`src/mmac_pkg.sv`:
```
package mmac_pkg;

  // Register indices; the byte address on the bus is four times the index.
  localparam logic [31:0] MEAS_MODE_IDX = 32'h0000_e700;
  localparam logic [31:0] ACC_MODE_IDX = 32'h0000_e701;
  localparam logic [31:0] EVENT_IDX = 32'h0000_e710;
  localparam logic [31:0] EVENT_MASK_IDX = 32'h0000_e711;
  localparam logic [31:0] PEAK_IDX = 32'h0000_e712;
  localparam logic [31:0] MEAS_MODE_ADDR = MEAS_MODE_IDX << 2;
  localparam logic [31:0] ACC_MODE_ADDR = ACC_MODE_IDX << 2;
  localparam logic [31:0] EVENT_ADDR = EVENT_IDX << 2;
  localparam logic [31:0] EVENT_MASK_ADDR = EVENT_MASK_IDX << 2;
  localparam logic [31:0] PEAK_ADDR = PEAK_IDX << 2;

  // Measurement mode fields.
  localparam int ACT_SRC_BIT = 0;
  localparam int REACT_SRC_BIT = 1;
  localparam int PEAK_INC_LSB = 2;
  localparam logic [7:0] MEAS_MODE_RESET = 8'h1c;
  localparam logic [7:0] MEAS_MODE_USED = 8'h1f;

  // Accumulation mode fields.
  localparam int ACT_ACC_LSB = 0;
  localparam int REACT_ACC_LSB = 2;
  localparam logic [7:0] ACC_MODE_RESET = 8'h00;
  localparam logic [7:0] ACC_MODE_USED = 8'h0f;
  localparam logic [1:0] ACC_CODE_00 = 2'h0;
  localparam logic [1:0] ACC_CODE_01 = 2'h1;
  localparam logic [1:0] ACC_CODE_10 = 2'h2;
  localparam logic [1:0] ACC_CODE_11 = 2'h3;

  // Event word layout.
  localparam int ACT_REV_LSB = 6;
  localparam int REACT_REV_LSB = 10;
  localparam logic [31:0] EVENT_USED = 32'h0000_1dc0;
  localparam logic [31:0] EVENT_RESET = 32'h0000_0000;

  // Bus answers.
  localparam logic [1:0] RESP_OKAY = 2'h0;
  localparam logic [1:0] RESP_SLVERR = 2'h2;

  typedef enum logic [3:0] {
    MMAC_SIGNED = 4'h1,
    MMAC_POS_ONLY = 4'h2,
    MMAC_ABS = 4'h4,
    MMAC_FOLLOW = 4'h8
  } mmac_cond_t;

endpackage

```
`src/mmac_term_if.sv`:
```
interface mmac_term_if #(
  parameter int PW = 24
);
  logic signed [PW-1:0] power;
  logic ref_neg;
  mmac_pkg::mmac_cond_t energy_mode;
  mmac_pkg::mmac_cond_t pulse_mode;
  logic signed [PW:0] energy_term;
  logic signed [PW:0] pulse_term;

  modport ctrl (
    output power,
    output ref_neg,
    output energy_mode,
    output pulse_mode,
    input energy_term,
    input pulse_term
  );

  modport cond (
    input power,
    input ref_neg,
    input energy_mode,
    input pulse_mode,
    output energy_term,
    output pulse_term
  );
endinterface

```
`src/mmac_term_cond.sv`:
```
module mmac_term_cond #(
  parameter int PW = 24
) (
  // Power term and its conditioning modes.
  mmac_term_if.cond t
);

  function automatic logic signed [PW:0] apply(
    input mmac_pkg::mmac_cond_t mode,
    input logic signed [PW-1:0] value,
    input logic ref_neg
  );
    logic signed [PW:0] wide;
    wide = {value[PW-1], value};
    case (mode)
      mmac_pkg::MMAC_SIGNED: apply = wide;
      mmac_pkg::MMAC_POS_ONLY: apply = value[PW-1] ? '0 : wide;
      mmac_pkg::MMAC_ABS: apply = value[PW-1] ? -wide : wide;
      mmac_pkg::MMAC_FOLLOW: apply = ref_neg ? -wide : wide;
      default: apply = wide;
    endcase
  endfunction

  // Widened by one bit so that negating the most negative sample cannot wrap.
  assign t.energy_term = apply(t.energy_mode, t.power, t.ref_neg);
  assign t.pulse_term = apply(t.pulse_mode, t.power, t.ref_neg);

endmodule // mmac_term_cond

```
`src/mmac_config.sv`:
```
// What this block does
// - Active reverse flags follow total or fundamental power.
// - Reactive reverse flags follow total or fundamental power.
// - Per-phase include bits gate peak detection.
// - Mode bits seven to five do nothing.
// - Active code 00: signed energy and pulses.
// - Active code 01: positive energy, signed pulses.
// - Active code 10 behaves as code 00.
// - Active code 11: absolute energy and pulses.
// - Reactive code 00: signed energy and pulses.
// - Reactive code 01 behaves as code 00.
// - Reactive code 10: sign follows active power.
// - Reactive code 11: absolute energy and pulses.
module mmac_config #(
  parameter int PW = 24,
  parameter int AW = 20
) (
  // Clock, reset and enable.
  input wire logic ref_clk,
  input wire logic nrst,
  input wire logic clk_en,
  // AXI4-Lite write channels.
  input wire logic [AW-1:0] s_axi_awaddr,
  input wire logic s_axi_awvalid,
  output logic s_axi_awready,
  input wire logic [31:0] s_axi_wdata,
  input wire logic [3:0] s_axi_wstrb,
  input wire logic s_axi_wvalid,
  output logic s_axi_wready,
  output logic [1:0] s_axi_bresp,
  output logic s_axi_bvalid,
  input wire logic s_axi_bready,
  // AXI4-Lite read channels.
  input wire logic [AW-1:0] s_axi_araddr,
  input wire logic s_axi_arvalid,
  output logic s_axi_arready,
  output logic [31:0] s_axi_rdata,
  output logic [1:0] s_axi_rresp,
  output logic s_axi_rvalid,
  input wire logic s_axi_rready,
  // Per-phase power, voltage and current samples from the datapath.
  input wire logic sample_valid,
  input wire logic [2:0][PW-1:0] active_total,
  input wire logic [2:0][PW-1:0] active_fund,
  input wire logic [2:0][PW-1:0] reactive_total,
  input wire logic [2:0][PW-1:0] reactive_fund,
  input wire logic [2:0][PW-1:0] volt_sample,
  input wire logic [2:0][PW-1:0] curr_sample,
  // Conditioned terms: index 0 total active, 1 fundamental active,
  // 2 total reactive, 3 fundamental reactive.
  output logic term_valid,
  output logic [3:0][2:0][PW:0] energy_term,
  output logic [3:0][2:0][PW:0] pulse_freq_outputs,
  // Peak detection of the included phases.
  output logic [PW-1:0] volt_peak,
  output logic [PW-1:0] curr_peak,
  output logic [2:0] volt_peak_phase,
  output logic [2:0] curr_peak_phase,
  // Interrupt.
  output logic irq
);

  logic [7:0] measurement_mode_config;
  logic [7:0] accumulation_mode_config;
  logic [31:0] event_word_zero;
  logic [31:0] event_mask;

  logic aw_held;
  logic [AW-1:0] aw_addr;
  logic w_held;
  logic [31:0] w_data;
  logic [3:0] w_strb;
  logic wr_fire;
  logic ar_fire;
  logic wr_hit;
  logic [31:0] next_rdata;
  logic [1:0] next_rresp;

  logic active_reverse_source_sel;
  logic reactive_reverse_source_sel;
  logic [2:0] peak_phase_include;
  logic [1:0] active_accum_mode;
  logic [1:0] reactive_accum_mode;
  mmac_pkg::mmac_cond_t act_energy_mode;
  mmac_pkg::mmac_cond_t act_pulse_mode;
  mmac_pkg::mmac_cond_t react_mode;

  logic [3:0][2:0][PW:0] next_energy;
  logic [3:0][2:0][PW:0] next_pulse;
  logic [2:0] act_rev;
  logic [2:0] react_rev;
  logic [31:0] event_set;
  logic [31:0] event_clr;
  logic [PW-1:0] next_volt_peak;
  logic [PW-1:0] next_curr_peak;
  logic [2:0] next_volt_phase;
  logic [2:0] next_curr_phase;

  // Field extraction; bits 7 to 5 feed nothing.
  assign active_reverse_source_sel = measurement_mode_config[mmac_pkg::ACT_SRC_BIT];
  assign reactive_reverse_source_sel = measurement_mode_config[mmac_pkg::REACT_SRC_BIT];
  assign peak_phase_include = measurement_mode_config[mmac_pkg::PEAK_INC_LSB +: 3];
  assign active_accum_mode = accumulation_mode_config[mmac_pkg::ACT_ACC_LSB +: 2];
  assign reactive_accum_mode = accumulation_mode_config[mmac_pkg::REACT_ACC_LSB +: 2];

  // Bus handshakes; nothing is accepted while the clock enable is low.
  assign s_axi_awready = clk_en && !aw_held && !s_axi_bvalid;
  assign s_axi_wready = clk_en && !w_held && !s_axi_bvalid;
  assign s_axi_arready = clk_en && !s_axi_rvalid;
  assign wr_fire = clk_en && aw_held && w_held && !s_axi_bvalid;
  assign ar_fire = s_axi_arvalid && s_axi_arready;

  always_comb
  begin
    wr_hit = 1'b0;
    if ((32'(aw_addr) == mmac_pkg::MEAS_MODE_ADDR) || (32'(aw_addr) == mmac_pkg::ACC_MODE_ADDR)
        || (32'(aw_addr) == mmac_pkg::EVENT_ADDR) || (32'(aw_addr) == mmac_pkg::EVENT_MASK_ADDR)
        || (32'(aw_addr) == mmac_pkg::PEAK_ADDR))
    begin
      wr_hit = 1'b1;
    end
  end

  always_ff @(posedge ref_clk or negedge nrst)
  begin
    if (!nrst)
    begin
      aw_held <= 1'b0;
      aw_addr <= '0;
    end
    else if (clk_en)
    begin
      if (s_axi_awvalid && s_axi_awready)
      begin
        aw_held <= 1'b1;
        aw_addr <= s_axi_awaddr;
      end
      else if (wr_fire)
      begin
        aw_held <= 1'b0;
      end
    end
  end

  always_ff @(posedge ref_clk or negedge nrst)
  begin
    if (!nrst)
    begin
      w_held <= 1'b0;
      w_data <= '0;
      w_strb <= '0;
    end
    else if (clk_en)
    begin
      if (s_axi_wvalid && s_axi_wready)
      begin
        w_held <= 1'b1;
        w_data <= s_axi_wdata;
        w_strb <= s_axi_wstrb;
      end
      else if (wr_fire)
      begin
        w_held <= 1'b0;
      end
    end
  end

  always_ff @(posedge ref_clk or negedge nrst)
  begin
    if (!nrst)
    begin
      s_axi_bvalid <= 1'b0;
      s_axi_bresp <= mmac_pkg::RESP_OKAY;
    end
    else if (clk_en)
    begin
      if (wr_fire)
      begin
        s_axi_bvalid <= 1'b1;
        s_axi_bresp <= wr_hit ? mmac_pkg::RESP_OKAY : mmac_pkg::RESP_SLVERR;
      end
      else if (s_axi_bready)
      begin
        s_axi_bvalid <= 1'b0;
      end
    end
  end

  // Configuration writes; unimplemented positions are never stored.
  always_ff @(posedge ref_clk or negedge nrst)
  begin
    if (!nrst)
    begin
      measurement_mode_config <= mmac_pkg::MEAS_MODE_RESET;
      accumulation_mode_config <= mmac_pkg::ACC_MODE_RESET;
      event_mask <= mmac_pkg::EVENT_RESET;
    end
    else if (wr_fire)
    begin
      if (w_strb[0] && (32'(aw_addr) == mmac_pkg::MEAS_MODE_ADDR))
      begin
        measurement_mode_config <= w_data[7:0] & mmac_pkg::MEAS_MODE_USED;
      end
      if (w_strb[0] && (32'(aw_addr) == mmac_pkg::ACC_MODE_ADDR))
      begin
        accumulation_mode_config <= w_data[7:0] & mmac_pkg::ACC_MODE_USED;
      end
      if (32'(aw_addr) == mmac_pkg::EVENT_MASK_ADDR)
      begin
        for (int b = 0; b < 4; b++)
        begin
          if (w_strb[b])
          begin
            event_mask[b*8 +: 8] <= w_data[b*8 +: 8] & mmac_pkg::EVENT_USED[b*8 +: 8];
          end
        end
      end
    end
  end

  // Read path.
  always_comb
  begin
    next_rdata = '0;
    next_rresp = mmac_pkg::RESP_OKAY;
    case (32'(s_axi_araddr))
      mmac_pkg::MEAS_MODE_ADDR: next_rdata = {24'h00_0000, measurement_mode_config};
      mmac_pkg::ACC_MODE_ADDR: next_rdata = {24'h00_0000, accumulation_mode_config};
      mmac_pkg::EVENT_ADDR: next_rdata = event_word_zero;
      mmac_pkg::EVENT_MASK_ADDR: next_rdata = event_mask;
      mmac_pkg::PEAK_ADDR:
      begin
        next_rdata[5:0] = {curr_peak_phase, volt_peak_phase};
      end
      default: next_rresp = mmac_pkg::RESP_SLVERR;
    endcase
  end

  always_ff @(posedge ref_clk or negedge nrst)
  begin
    if (!nrst)
    begin
      s_axi_rvalid <= 1'b0;
      s_axi_rdata <= '0;
      s_axi_rresp <= mmac_pkg::RESP_OKAY;
    end
    else if (clk_en)
    begin
      if (ar_fire)
      begin
        s_axi_rvalid <= 1'b1;
        s_axi_rdata <= next_rdata;
        s_axi_rresp <= next_rresp;
      end
      else if (s_axi_rready)
      begin
        s_axi_rvalid <= 1'b0;
      end
    end
  end

  // Mode decode into conditioning choices for energy and pulse paths.
  always_comb
  begin
    act_energy_mode = mmac_pkg::MMAC_SIGNED;
    act_pulse_mode = mmac_pkg::MMAC_SIGNED;
    case (active_accum_mode)
      mmac_pkg::ACC_CODE_00: act_energy_mode = mmac_pkg::MMAC_SIGNED;
      mmac_pkg::ACC_CODE_01: act_energy_mode = mmac_pkg::MMAC_POS_ONLY;
      mmac_pkg::ACC_CODE_10: act_energy_mode = mmac_pkg::MMAC_SIGNED;
      mmac_pkg::ACC_CODE_11:
      begin
        act_energy_mode = mmac_pkg::MMAC_ABS;
        act_pulse_mode = mmac_pkg::MMAC_ABS;
      end
      default: act_energy_mode = mmac_pkg::MMAC_SIGNED;
    endcase
  end

  always_comb
  begin
    case (reactive_accum_mode)
      mmac_pkg::ACC_CODE_00: react_mode = mmac_pkg::MMAC_SIGNED;
      mmac_pkg::ACC_CODE_01: react_mode = mmac_pkg::MMAC_SIGNED;
      mmac_pkg::ACC_CODE_10: react_mode = mmac_pkg::MMAC_FOLLOW;
      mmac_pkg::ACC_CODE_11: react_mode = mmac_pkg::MMAC_ABS;
      default: react_mode = mmac_pkg::MMAC_SIGNED;
    endcase
  end

  // One conditioner per phase and per power kind.
  for (genvar p = 0; p < 3; p++)
  begin : g_phase
    for (genvar k = 0; k < 4; k++)
    begin : g_kind
      mmac_term_if #(.PW(PW)) t ();
      mmac_term_cond #(.PW(PW)) u_cond (.t(t));

      if (k == 0)
      begin : g_act_tot
        assign t.power = active_total[p];
        assign t.ref_neg = 1'b0;
      end
      else if (k == 1)
      begin : g_act_fund
        assign t.power = active_fund[p];
        assign t.ref_neg = 1'b0;
      end
      else if (k == 2)
      begin : g_react_tot
        assign t.power = reactive_total[p];
        assign t.ref_neg = active_total[p][PW-1];
      end
      else
      begin : g_react_fund
        assign t.power = reactive_fund[p];
        assign t.ref_neg = active_fund[p][PW-1];
      end
      assign t.energy_mode = (k < 2) ? act_energy_mode : react_mode;
      assign t.pulse_mode = (k < 2) ? act_pulse_mode : react_mode;
      assign next_energy[k][p] = t.energy_term;
      assign next_pulse[k][p] = t.pulse_term;
    end
  end

  always_ff @(posedge ref_clk or negedge nrst)
  begin
    if (!nrst)
    begin
      term_valid <= 1'b0;
      energy_term <= '0;
      pulse_freq_outputs <= '0;
    end
    else if (clk_en)
    begin
      term_valid <= sample_valid;
      if (sample_valid)
      begin
        energy_term <= next_energy;
        pulse_freq_outputs <= next_pulse;
      end
    end
  end

  // Reverse power detection from the selected power source.
  always_comb
  begin
    for (int p = 0; p < 3; p++)
    begin
      act_rev[p] = active_reverse_source_sel ? active_fund[p][PW-1]
                                             : active_total[p][PW-1];
      react_rev[p] = reactive_reverse_source_sel ? reactive_fund[p][PW-1]
                                                 : reactive_total[p][PW-1];
    end
    event_set = '0;
    if (sample_valid)
    begin
      event_set[mmac_pkg::ACT_REV_LSB +: 3] = act_rev;
      event_set[mmac_pkg::REACT_REV_LSB +: 3] = react_rev;
    end
    event_clr = '0;
    if (wr_fire && (32'(aw_addr) == mmac_pkg::EVENT_ADDR))
    begin
      for (int b = 0; b < 4; b++)
      begin
        event_clr[b*8 +: 8] = w_strb[b] ? w_data[b*8 +: 8] : 8'h00;
      end
    end
  end

  // A new event in the clearing cycle stays set.
  always_ff @(posedge ref_clk or negedge nrst)
  begin
    if (!nrst)
    begin
      event_word_zero <= mmac_pkg::EVENT_RESET;
    end
    else if (clk_en)
    begin
      event_word_zero <= ((event_word_zero & ~event_clr) | event_set) & mmac_pkg::EVENT_USED;
    end
  end

  always_ff @(posedge ref_clk or negedge nrst)
  begin
    if (!nrst)
    begin
      irq <= 1'b0;
    end
    else if (clk_en)
    begin
      irq <= |(event_word_zero & event_mask);
    end
  end

  // Largest magnitude among the included phases only.
  always_comb
  begin
    logic [PW-1:0] mag;
    mag = '0;
    next_volt_peak = '0;
    next_curr_peak = '0;
    next_volt_phase = '0;
    next_curr_phase = '0;
    for (int p = 0; p < 3; p++)
    begin
      mag = volt_sample[p][PW-1] ? PW'(-volt_sample[p]) : volt_sample[p];
      if (peak_phase_include[p] && (mag > next_volt_peak))
      begin
        next_volt_peak = mag;
        next_volt_phase = 3'(1 << p);
      end
      mag = curr_sample[p][PW-1] ? PW'(-curr_sample[p]) : curr_sample[p];
      if (peak_phase_include[p] && (mag > next_curr_peak))
      begin
        next_curr_peak = mag;
        next_curr_phase = 3'(1 << p);
      end
    end
  end

  always_ff @(posedge ref_clk or negedge nrst)
  begin
    if (!nrst)
    begin
      volt_peak <= '0;
      curr_peak <= '0;
      volt_peak_phase <= '0;
      curr_peak_phase <= '0;
    end
    else if (clk_en && sample_valid)
    begin
      volt_peak <= next_volt_peak;
      curr_peak <= next_curr_peak;
      volt_peak_phase <= next_volt_phase;
      curr_peak_phase <= next_curr_phase;
    end
  end

endmodule // mmac_config

```
`config.mk`:
```
export PLATFORM = sky130hd
export DESIGN_NAME = mmac_config
export DESIGN_NICKNAME = d
export VERILOG_FILES = /design/src/mmac_pkg.sv /design/src/mmac_term_if.sv /design/src/mmac_term_cond.sv /design/src/mmac_config.sv
export SDC_FILE = /design/constraint.sdc
export NUM_CORES = 2
export LEC_CHECK = 0
export ABC_AREA = 0
export BUFFER_PORTS_ARGS = -buffer_cell sky130_fd_sc_hd__buf_2
export CORE_AREA = 5 5 464 466
export CTS_CLUSTER_SIZE = 8
export DETAILED_ROUTE_END_ITERATION = 12
export DIE_AREA = 0 0 469 471
export GPL_ROUTABILITY_DRIVEN = 0
export PLACE_DENSITY = 0.42
export SLEW_MARGIN = 20
export SYNTH_ARGS = -nofsm -noshare
export SYNTH_HDL_FRONTEND = slang
export SYNTH_SLANG_ARGS = --single-unit
export TNS_END_PERCENT = 10
```
`constraint.sdc`:
```
create_clock -name ref_clk -period 7.1 [get_ports ref_clk]
set_clock_uncertainty 0.2 [all_clocks]
set_input_delay 0.71 -clock ref_clk [delete_from_list [all_inputs] [get_ports ref_clk]]
set_output_delay 0.71 -clock ref_clk [all_outputs]
set_load 0.03 [all_outputs]
```
== Word level (Yosys, flattened, before mapping) ==
Index checks and enable logic that the tools add are counted.

* Reduce and logical (&&, ||, !) cells: 52
* Mux-type cells: 92
* Order comparisons: 6
* Eq/ne operators: 23
* Bitwise gates (word level): 4
* Add/subtract/negate cells: 18

{| class="wikitable"
|+ Operators by type and width
! kind !! number
|-
| 25-bit case mux with 2 select lines || 12
|-
| 25-bit two-way mux || 18
|-
| 25-bit case mux with 3 select lines || 6
|-
| 24-bit negator with 25-bit output || 12
|-
| 24-bit two-way mux || 12
|-
| 23-bit two-way mux || 12
|-
| 20-bit by 18-bit equality test with 1-bit output (second input constant) || 10
|-
| 24-bit negator || 6
|-
| 24-bit greater-than comparator || 4
|-
| 24-bit by 1-bit greater-than comparator with 1-bit output (second input constant) || 2
|-
| 32-bit OR reduction || 1
|-
| 13-bit AND || 2
|-
| 4-bit case mux with 3 select lines || 2
|-
| 2-bit AND reduction || 11
|-
| 1-bit logical AND || 21
|-
| 3-bit two-way mux || 7
|-
| 6-bit case mux with 3 select lines || 1
|-
| 1-bit two-way mux || 16
|-
| 7-bit case mux with 2 select lines || 1
|-
| 13-bit two-way mux || 1
|-
| 13-bit inverter || 1
|-
| 13-bit OR || 1
|-
| 2-bit equality test (second input constant) || 4
|-
| 4-bit by 2-bit equality test with 1-bit output (second input constant) || 2
|-
| other kinds (15) || 30
|}

* Logic and storage cells: 234
* Register bits after elaboration: 604
* Input bits: 517
* Output and inout port bits: 697

== Longest topological paths before layout ==
* Depth after elaboration: 11
* Mapped depth: 30
* Mapped depth without buffers: 27

== Cells and area by module ==
Synthesis repeated with hierarchy kept, for this count alone.

* Cells, all modules: 8419
* Area, all modules: 60939.7 sq um

{| class="wikitable"
|+ By module, submodules not included
! module !! cells an instance !! times used !! area an instance (sq um) !! sequential area each (sq um)
|-
| mmac_config || 4037 || 1 || 34684.5 || 18221.2
|-
| mmac_term_cond (g_phase[0].g_kind[0].u_cond ...) || 373 || 7 || 2215.9 || 0.0
|-
| mmac_term_cond (g_phase[1].g_kind[3].u_cond ...) || 357 || 4 || 2154.6 || 0.0
|-
| mmac_term_cond (g_phase[2].g_kind[3].u_cond) || 343 || 1 || 2125.8 || 0.0
|}

== Worst setup path before layout ==
No wires, ideal clock.

* Path kind: input to register
* From: input volt_sample[5] (netlist bit)
* To: register volt_peak[9]
* Arrival: 7.032 ns
* Path slack: -0.250 ns
* Path buffers: 5
* Setup time: 0.118 ns
* Data required time: 6.782 ns
* Stages on the path: 28
* Cell sequence: or4_1 -> clkbuf_1 -> or2_0 -> clkbuf_1 -> or4_1 -> a21oi_1 -> o2111ai_1 -> o41a_1 -> and2_1 -> ha_1 -> nor2b_1 -> o211ai_1 -> a21oi_1 -> o311ai_0 -> a31oi_1 -> clkbuf_1 -> clkbuf_1 -> nor2_1 -> a21oi_1 -> ha_1 -> a21o_1 -> a21oi_1 -> nor2b_1 -> o31a_1 -> o311ai_0 -> clkbuf_1 -> a21oi_1 -> a21o_1

* Cells in the longest elaborated chain, start to end: 11

{| class="wikitable"
|+ Ends and longest elaborated chain
! element !! line !! RTL
|-
| start, declared || mmac_config.sv:47 || <nowiki>input wire logic [2:0][PW-1:0] volt_sample,</nowiki>
|-
| 24-bit negator || mmac_config.sv:407 || <nowiki>mag = volt_sample[p][PW-1] ? PW'(-volt_sample[p]) : volt_sample[p];</nowiki>
|-
| 24-bit two-way mux * || mmac_config.sv:407 ||
|-
| 24-bit by 1-bit greater-than comparator with 1-bit output || mmac_config.sv:408 || <nowiki>if (peak_phase_include[p] && (mag > next_volt_peak))</nowiki>
|-
| 1-bit logical AND || mmac_config.sv:408 ||
|-
| 24-bit two-way mux * || mmac_config.sv:408 ||
|-
| 24-bit greater-than comparator || mmac_config.sv:408 ||
|-
| 1-bit logical AND || mmac_config.sv:408 ||
|-
| 24-bit two-way mux * || mmac_config.sv:408 ||
|-
| 24-bit greater-than comparator || mmac_config.sv:408 ||
|-
| 1-bit logical AND || mmac_config.sv:408 ||
|-
| 24-bit two-way mux * || mmac_config.sv:408 ||
|-
| end signal, assigned || mmac_config.sv:433 || <nowiki>volt_peak <= next_volt_peak;</nowiki>
|-
| end, declared || mmac_config.sv:55 || <nowiki>output logic [PW-1:0] volt_peak,</nowiki>
|}

Every way passes the cells marked *; elsewhere a longest branch is shown, timed or not.
A chain may end at the register's enable or synchronous reset.

== Final worst setup path ==
* From: input curr_sample[4] (netlist bit)
* To: register curr_peak[15]

* Cells in the longest elaborated chain, start to end: 11

{| class="wikitable"
|+ Ends and longest elaborated chain
! element !! line !! RTL
|-
| start, declared || mmac_config.sv:48 || <nowiki>input wire logic [2:0][PW-1:0] curr_sample,</nowiki>
|-
| 24-bit negator || mmac_config.sv:413 || <nowiki>mag = curr_sample[p][PW-1] ? PW'(-curr_sample[p]) : curr_sample[p];</nowiki>
|-
| 24-bit two-way mux * || mmac_config.sv:413 ||
|-
| 24-bit by 1-bit greater-than comparator with 1-bit output || mmac_config.sv:414 || <nowiki>if (peak_phase_include[p] && (mag > next_curr_peak))</nowiki>
|-
| 1-bit logical AND || mmac_config.sv:414 ||
|-
| 24-bit two-way mux * || mmac_config.sv:414 ||
|-
| 24-bit greater-than comparator || mmac_config.sv:414 ||
|-
| 1-bit logical AND || mmac_config.sv:414 ||
|-
| 24-bit two-way mux * || mmac_config.sv:414 ||
|-
| 24-bit greater-than comparator || mmac_config.sv:414 ||
|-
| 1-bit logical AND || mmac_config.sv:414 ||
|-
| 24-bit two-way mux * || mmac_config.sv:414 ||
|-
| end signal, assigned || mmac_config.sv:434 || <nowiki>curr_peak <= next_curr_peak;</nowiki>
|-
| end, declared || mmac_config.sv:56 || <nowiki>output logic [PW-1:0] curr_peak,</nowiki>
|}

Marked as above.

==> flow_summary.html <==
<table>
<tr><th>Metric</th><th>Value</th></tr>
<tr><th colspan="2">Run status</th></tr>
<tr><td>Status</td><td>finished, final reports clean</td></tr>
<tr><th colspan="2">Clock network</th></tr>
<tr><td>Number of sinks handled by clock tree synthesis</td><td>578</td></tr>
<tr><td>Clock tree from TritonCTS</td><td>built</td></tr>
<tr><td>H-tree lvl count</td><td>3</td></tr>
<tr><td>Clock input transition at the sequential cells of the worst setup and hold paths</td><td>50 ps</td></tr>
<tr><td>Number of CTS-inserted buffers</td><td>88</td></tr>
<tr><td>Insertion delay to the later sink of the worst-skew pair</td><td>730 ps</td></tr>
<tr><td>Buffer cell driving the clock tree root</td><td>sky130_fd_sc_hd__clkbuf_16</td></tr>
<tr><td>Longest Clk Path Bufs</td><td>3</td></tr>
<tr><th colspan="2">Global route</th></tr>
<tr><td>Initial antenna violation count</td><td>75</td></tr>
<tr><td>Largest net degree at the start of global routing</td><td>240</td></tr>
<tr><td>Final global-route overflow total</td><td>0</td></tr>
<tr><td>First-pass GRT wire length</td><td>289000 um</td></tr>
<tr><td>Overall Global Routing Usage</td><td>17.9%</td></tr>
<tr><td>Vias in the first global route</td><td>38600</td></tr>
<tr><th colspan="2">Cells and area</th></tr>
<tr><td>Net count reported at finish</td><td>6382</td></tr>
<tr><td>Final core occ</td><td>23.9%</td></tr>
<tr><td># fillers</td><td>23400</td></tr>
<tr><td>Most common library cell in the layout ignoring fill and taps</td><td>sky130_fd_sc_hd__buf_2</td></tr>
<tr><td>Area added between synthesis and finish</td><td>31.6%</td></tr>
<tr><td>Final cell count without fillers</td><td>8629</td></tr>
<tr><td>Highest-count cells in the layout ignoring fill and taps</td><td>sky130_fd_sc_hd__buf_2 (1167), sky130_fd_sc_hd__nand2_1 (746), sky130_fd_sc_hd__dfrtp_1 (573)</td></tr>
<tr><td>Share of final-layout standard cells stronger than drive strength 1</td><td>28.4%</td></tr>
<tr><td>Area of all placed cells without fillers</td><td>50300 um2</td></tr>
<tr><th colspan="2">Placement</th></tr>
<tr><td>Count of buffers from port buffering</td><td>1168</td></tr>
<tr><td>Total half-perimeter wirelength after legalization and detailed placement</td><td>166000 um</td></tr>
<tr><td>Placement Cell Area</td><td>47200 um2</td></tr>
<tr><td>Pre-CTS setup slack</td><td>-396 ps</td></tr>
<tr><td>Cell total after placement</td><td>8429</td></tr>
<tr><th colspan="2">Worst hold path</th></tr>
<tr><td>Cell count of the worst hold path</td><td>2</td></tr>
<tr><td>Path category of the worst min-delay check</td><td>in2reg</td></tr>
<tr><td>Beginning of the worst hold path</td><td>s_axi_wdata[11]</td></tr>
<tr><td>Hold-critical path endpoint</td><td>w_data[11]$_DFFE_PN0P_</td></tr>
<tr><th colspan="2">Synthesis</th></tr>
<tr><td>Average cell area after synthesis</td><td>8.24 um2</td></tr>
<tr><td>Cell area after synthesis</td><td>38200 um2</td></tr>
<tr><td>Most instantiated flip-flop cell in the synthesis netlist</td><td>sky130_fd_sc_hd__dfrtp_1</td></tr>
<tr><td>Share of the synthesized area in the top cell type</td><td>37.6%</td></tr>
<tr><td>Mapped Cells</td><td>4644</td></tr>
<tr><td>Asr flop ratio synth</td><td>100%</td></tr>
<tr><td>FF+latch count, synth</td><td>578</td></tr>
<tr><td>Dominant cells by area after synthesis</td><td>sky130_fd_sc_hd__dfrtp_1 (38%), sky130_fd_sc_hd__nand2_1 (7.3%), sky130_fd_sc_hd__o21ai_0 (6.7%), sky130_fd_sc_hd__xnor2_1 (4.9%), sky130_fd_sc_hd__nor2_1 (4.5%)</td></tr>
<tr><td>Largest area contributor in the synthesized netlist</td><td>sky130_fd_sc_hd__dfrtp_1</td></tr>
<tr><td>Distinct cell type count of the synthesized netlist</td><td>79</td></tr>
<tr><td>Number of flops mapped to enable cells by yosys</td><td>0</td></tr>
<tr><td>Yosys warning count</td><td>0</td></tr>
<tr><td>Post-synthesis sequential area ratio</td><td>37.8%</td></tr>
<tr><th colspan="2">Floorplan</th></tr>
<tr><td>Effective utilization at floorplan</td><td>18.1%</td></tr>
<tr><td>Die extent in y</td><td>471 um</td></tr>
<tr><td>Placement row count</td><td>169</td></tr>
<tr><td>Horizontal die dimension</td><td>469 um</td></tr>
<tr><td>Std-Cell Core Area</td><td>211000 um2</td></tr>
<tr><td>Count of boundary I/O pins</td><td>1214</td></tr>
<tr><td>Die area</td><td>221000 um2</td></tr>
<tr><th colspan="2">Timing</th></tr>
<tr><td>Final setup violation count</td><td>0</td></tr>
<tr><td>Slew at the pin with the worst max-slew slack</td><td>1230 ps</td></tr>
<tr><td>Slew Limit Fails</td><td>0</td></tr>
<tr><td>Number of hold-slack violations in the final timing report</td><td>0</td></tr>
<tr><td>Achievable clock frequency</td><td>149 MHz</td></tr>
<tr><td>Final total negative setup slack</td><td>0 ps</td></tr>
<tr><td>Minimum clock period</td><td>6710 ps</td></tr>
<tr><td>Smallest hold slack</td><td>118 ps</td></tr>
<tr><td>Final worst-path cycle share</td><td>94.4%</td></tr>
<tr><td>Crit path setup slack, layout</td><td>394 ps</td></tr>
<tr><td>Tightest slew margin relative to the limit</td><td>18.0%</td></tr>
<tr><th colspan="2">Setup path</th></tr>
<tr><td>Capturing element type of the critical path</td><td>flip-flop</td></tr>
<tr><td>Cell depth of the worst flop-to-flop path</td><td>21</td></tr>
<tr><td>CP startpoint kind</td><td>primary input</td></tr>
<tr><td>CP Class</td><td>in2reg</td></tr>
<tr><td>Crit-path slowest cell</td><td>sky130_fd_sc_hd__or4_4</td></tr>
<tr><td>Biggest fanout along the worst timing path</td><td>8</td></tr>
<tr><td>Capture instance of the worst register-to-register path</td><td>volt_peak[16]$_DFFE_PN0P_</td></tr>
<tr><td>Signal arrival time at the worst endpoint</td><td>7050 ps</td></tr>
<tr><td>Cell repeated most along the worst path</td><td>sky130_fd_sc_hd__buf_4</td></tr>
<tr><td>Required time at the endpoint of the critical path</td><td>7450 ps</td></tr>
<tr><td>R2r setup slk</td><td>1240 ps</td></tr>
<tr><td>RR Startpoint</td><td>measurement_mode_config[2]$_DFFE_PN1P_</td></tr>
<tr><td>Critical Path Max Stage Delay</td><td>600 ps</td></tr>
<tr><th colspan="2">Power</th></tr>
<tr><td>Worst IR Drop VDD</td><td>0.179 mV</td></tr>
<tr><td>Leak Pwr</td><td>22.1 nW</td></tr>
<tr><td>Power density normalized to cell area</td><td>228 nW/um2</td></tr>
<tr><td>Total Power Consumption</td><td>11.5 mW</td></tr>
<tr><th colspan="2">Routing</th></tr>
<tr><td>DRC viols</td><td>0</td></tr>
<tr><td>Detailed-route via count</td><td>39500</td></tr>
<tr><td>Initial DRT Pass Iterations</td><td>5</td></tr>
<tr><td>Post-DR vias/cell</td><td>4.58</td></tr>
<tr><td>Final ANT Viol Nets</td><td>0</td></tr>
<tr><td>Routed Wire Length</td><td>208000 um</td></tr>
<tr><td>Average wire per standard cell</td><td>24.1 um</td></tr>
<tr><td>Violation count after the first detailed-routing iteration</td><td>2337</td></tr>
<tr><th colspan="2">Run</th></tr>
<tr><td>Maximum capacitance violations</td><td>0</td></tr>
</table>
[layout make-up]
type                       instances  area (um2)  share of cell area, %
antenna                           33        82.6                  0.164
tap                             2821        3530                   7.01
clock inverter                    13         169                  0.336
clock buffer                     113        2410                   4.79
sequential                       578       14500                   28.8
inverter                          75         282                  0.559
multi-input combinational       3569       21300                   42.4
timing repair buffer            1427        8070                   16.0
[state kept, by name, indices dropped and copies added, names as in the netlist]
name / cells
irq: 1
volt_peak_phase: 3
volt_peak: 24
event_word_zero: 6
s_axi_rdata: 12
term_valid: 1
aw_addr: 20
w_strb: 2
aw_held: 1
curr_peak_phase: 3
w_data: 11
s_axi_bresp: 1
pulse_freq_outputs: 300
accumulation_mode_config: 4
event_mask: 6
w_held: 1
curr_peak: 24
s_axi_bvalid: 1
s_axi_rresp: 1
s_axi_rvalid: 1
measurement_mode_config: 5
energy_term: 150
[report_power, final]
part           switching [mW]  total, mW  internal [mW]
registers               0.360       4.12           3.76
clock network            1.75       4.11           2.36
logic                    2.30       3.26          0.959
[cells in the mapped netlist (49+ instances only)]
library cell               instances
sky130_fd_sc_hd__nand2_1         748
sky130_fd_sc_hd__dfrtp_1         575
sky130_fd_sc_hd__o21ai_0         511
sky130_fd_sc_hd__nor2_1          455
sky130_fd_sc_hd__clkbuf_1        249
sky130_fd_sc_hd__a21oi_1         230
sky130_fd_sc_hd__xnor2_1         212
sky130_fd_sc_hd__buf_4           172
sky130_fd_sc_hd__nor3_1          129
sky130_fd_sc_hd__ha_1            126
sky130_fd_sc_hd__xor2_1          119
sky130_fd_sc_hd__mux2_2           93
sky130_fd_sc_hd__inv_1            75
sky130_fd_sc_hd__nand3_1          71
sky130_fd_sc_hd__o31ai_1          64
sky130_fd_sc_hd__a221oi_1         63
sky130_fd_sc_hd__o21a_1           60
sky130_fd_sc_hd__nor4_1           56
sky130_fd_sc_hd__or4_1            53
sky130_fd_sc_hd__or3_1            49
[worst max path at each step]
stage	from	to	slack (ps)	cells after the start
after floorplan	curr_sample[5]	curr_peak[23]$_DFFE_PN0P_	10	28
after CTS	curr_sample[5]	curr_peak[15]$_DFFE_PN0P_	380	28
after detailed placement	curr_sample[5]	curr_peak[19]$_DFFE_PN0P_	-400	29
after global placement	curr_sample[5]	curr_peak[19]$_DFFE_PN0P_	-480	29
final	curr_sample[4]	curr_peak[15]$_DFFE_PN0P_	390	30
after global routing	curr_sample[4]	curr_peak[19]$_DFFE_PN0P_	-0.9	31
[worst max-delay path, delay by kind of cell]
family	cells	cell delay, ps
AO/OA/AOI/OAI	13	2720
buffers and inverters	7	950
adder cells (fa/ha/maj)	2	460
AND/OR/NAND/NOR	8	2200
[per-layer routing]
layer / wire [um] / part of all wire, % / vias to the layer above / global-route usage (%)
met1: 86800 / 42 / 19200 / 22.2
met5: 144 / 0.069 / - / 0
li1: - / - / 18500 / -
met2: 97800 / 47 / 1563 / 30.1
met3: 14300 / 6.9 / 352 / 3.88
met4: 8650 / 4.2 / 18 / 7.22
[logic make-up after synthesis]
group                    share of synthesized area [%]
other                                          0.00980
XOR/XNOR                                          7.58
adder cells (fa/ha/maj)                           4.12
multiplexers                                      3.16
flip-flops                                        37.8
buffers and inverters                             6.79
AO/OA/AOI/OAI                                     19.6
AND/OR/NAND/NOR                                   20.9
[repair_timing]
item | CTS | global route
endpoints found under the setup margin | 0 | 24
resized for setup | 0 | 5
hold buffers | 41 | 0
buffers inserted | 0 | 0
hold endpoints to repair | 130 | 0
Note: power is estimated with default switching activity, not from simulation.
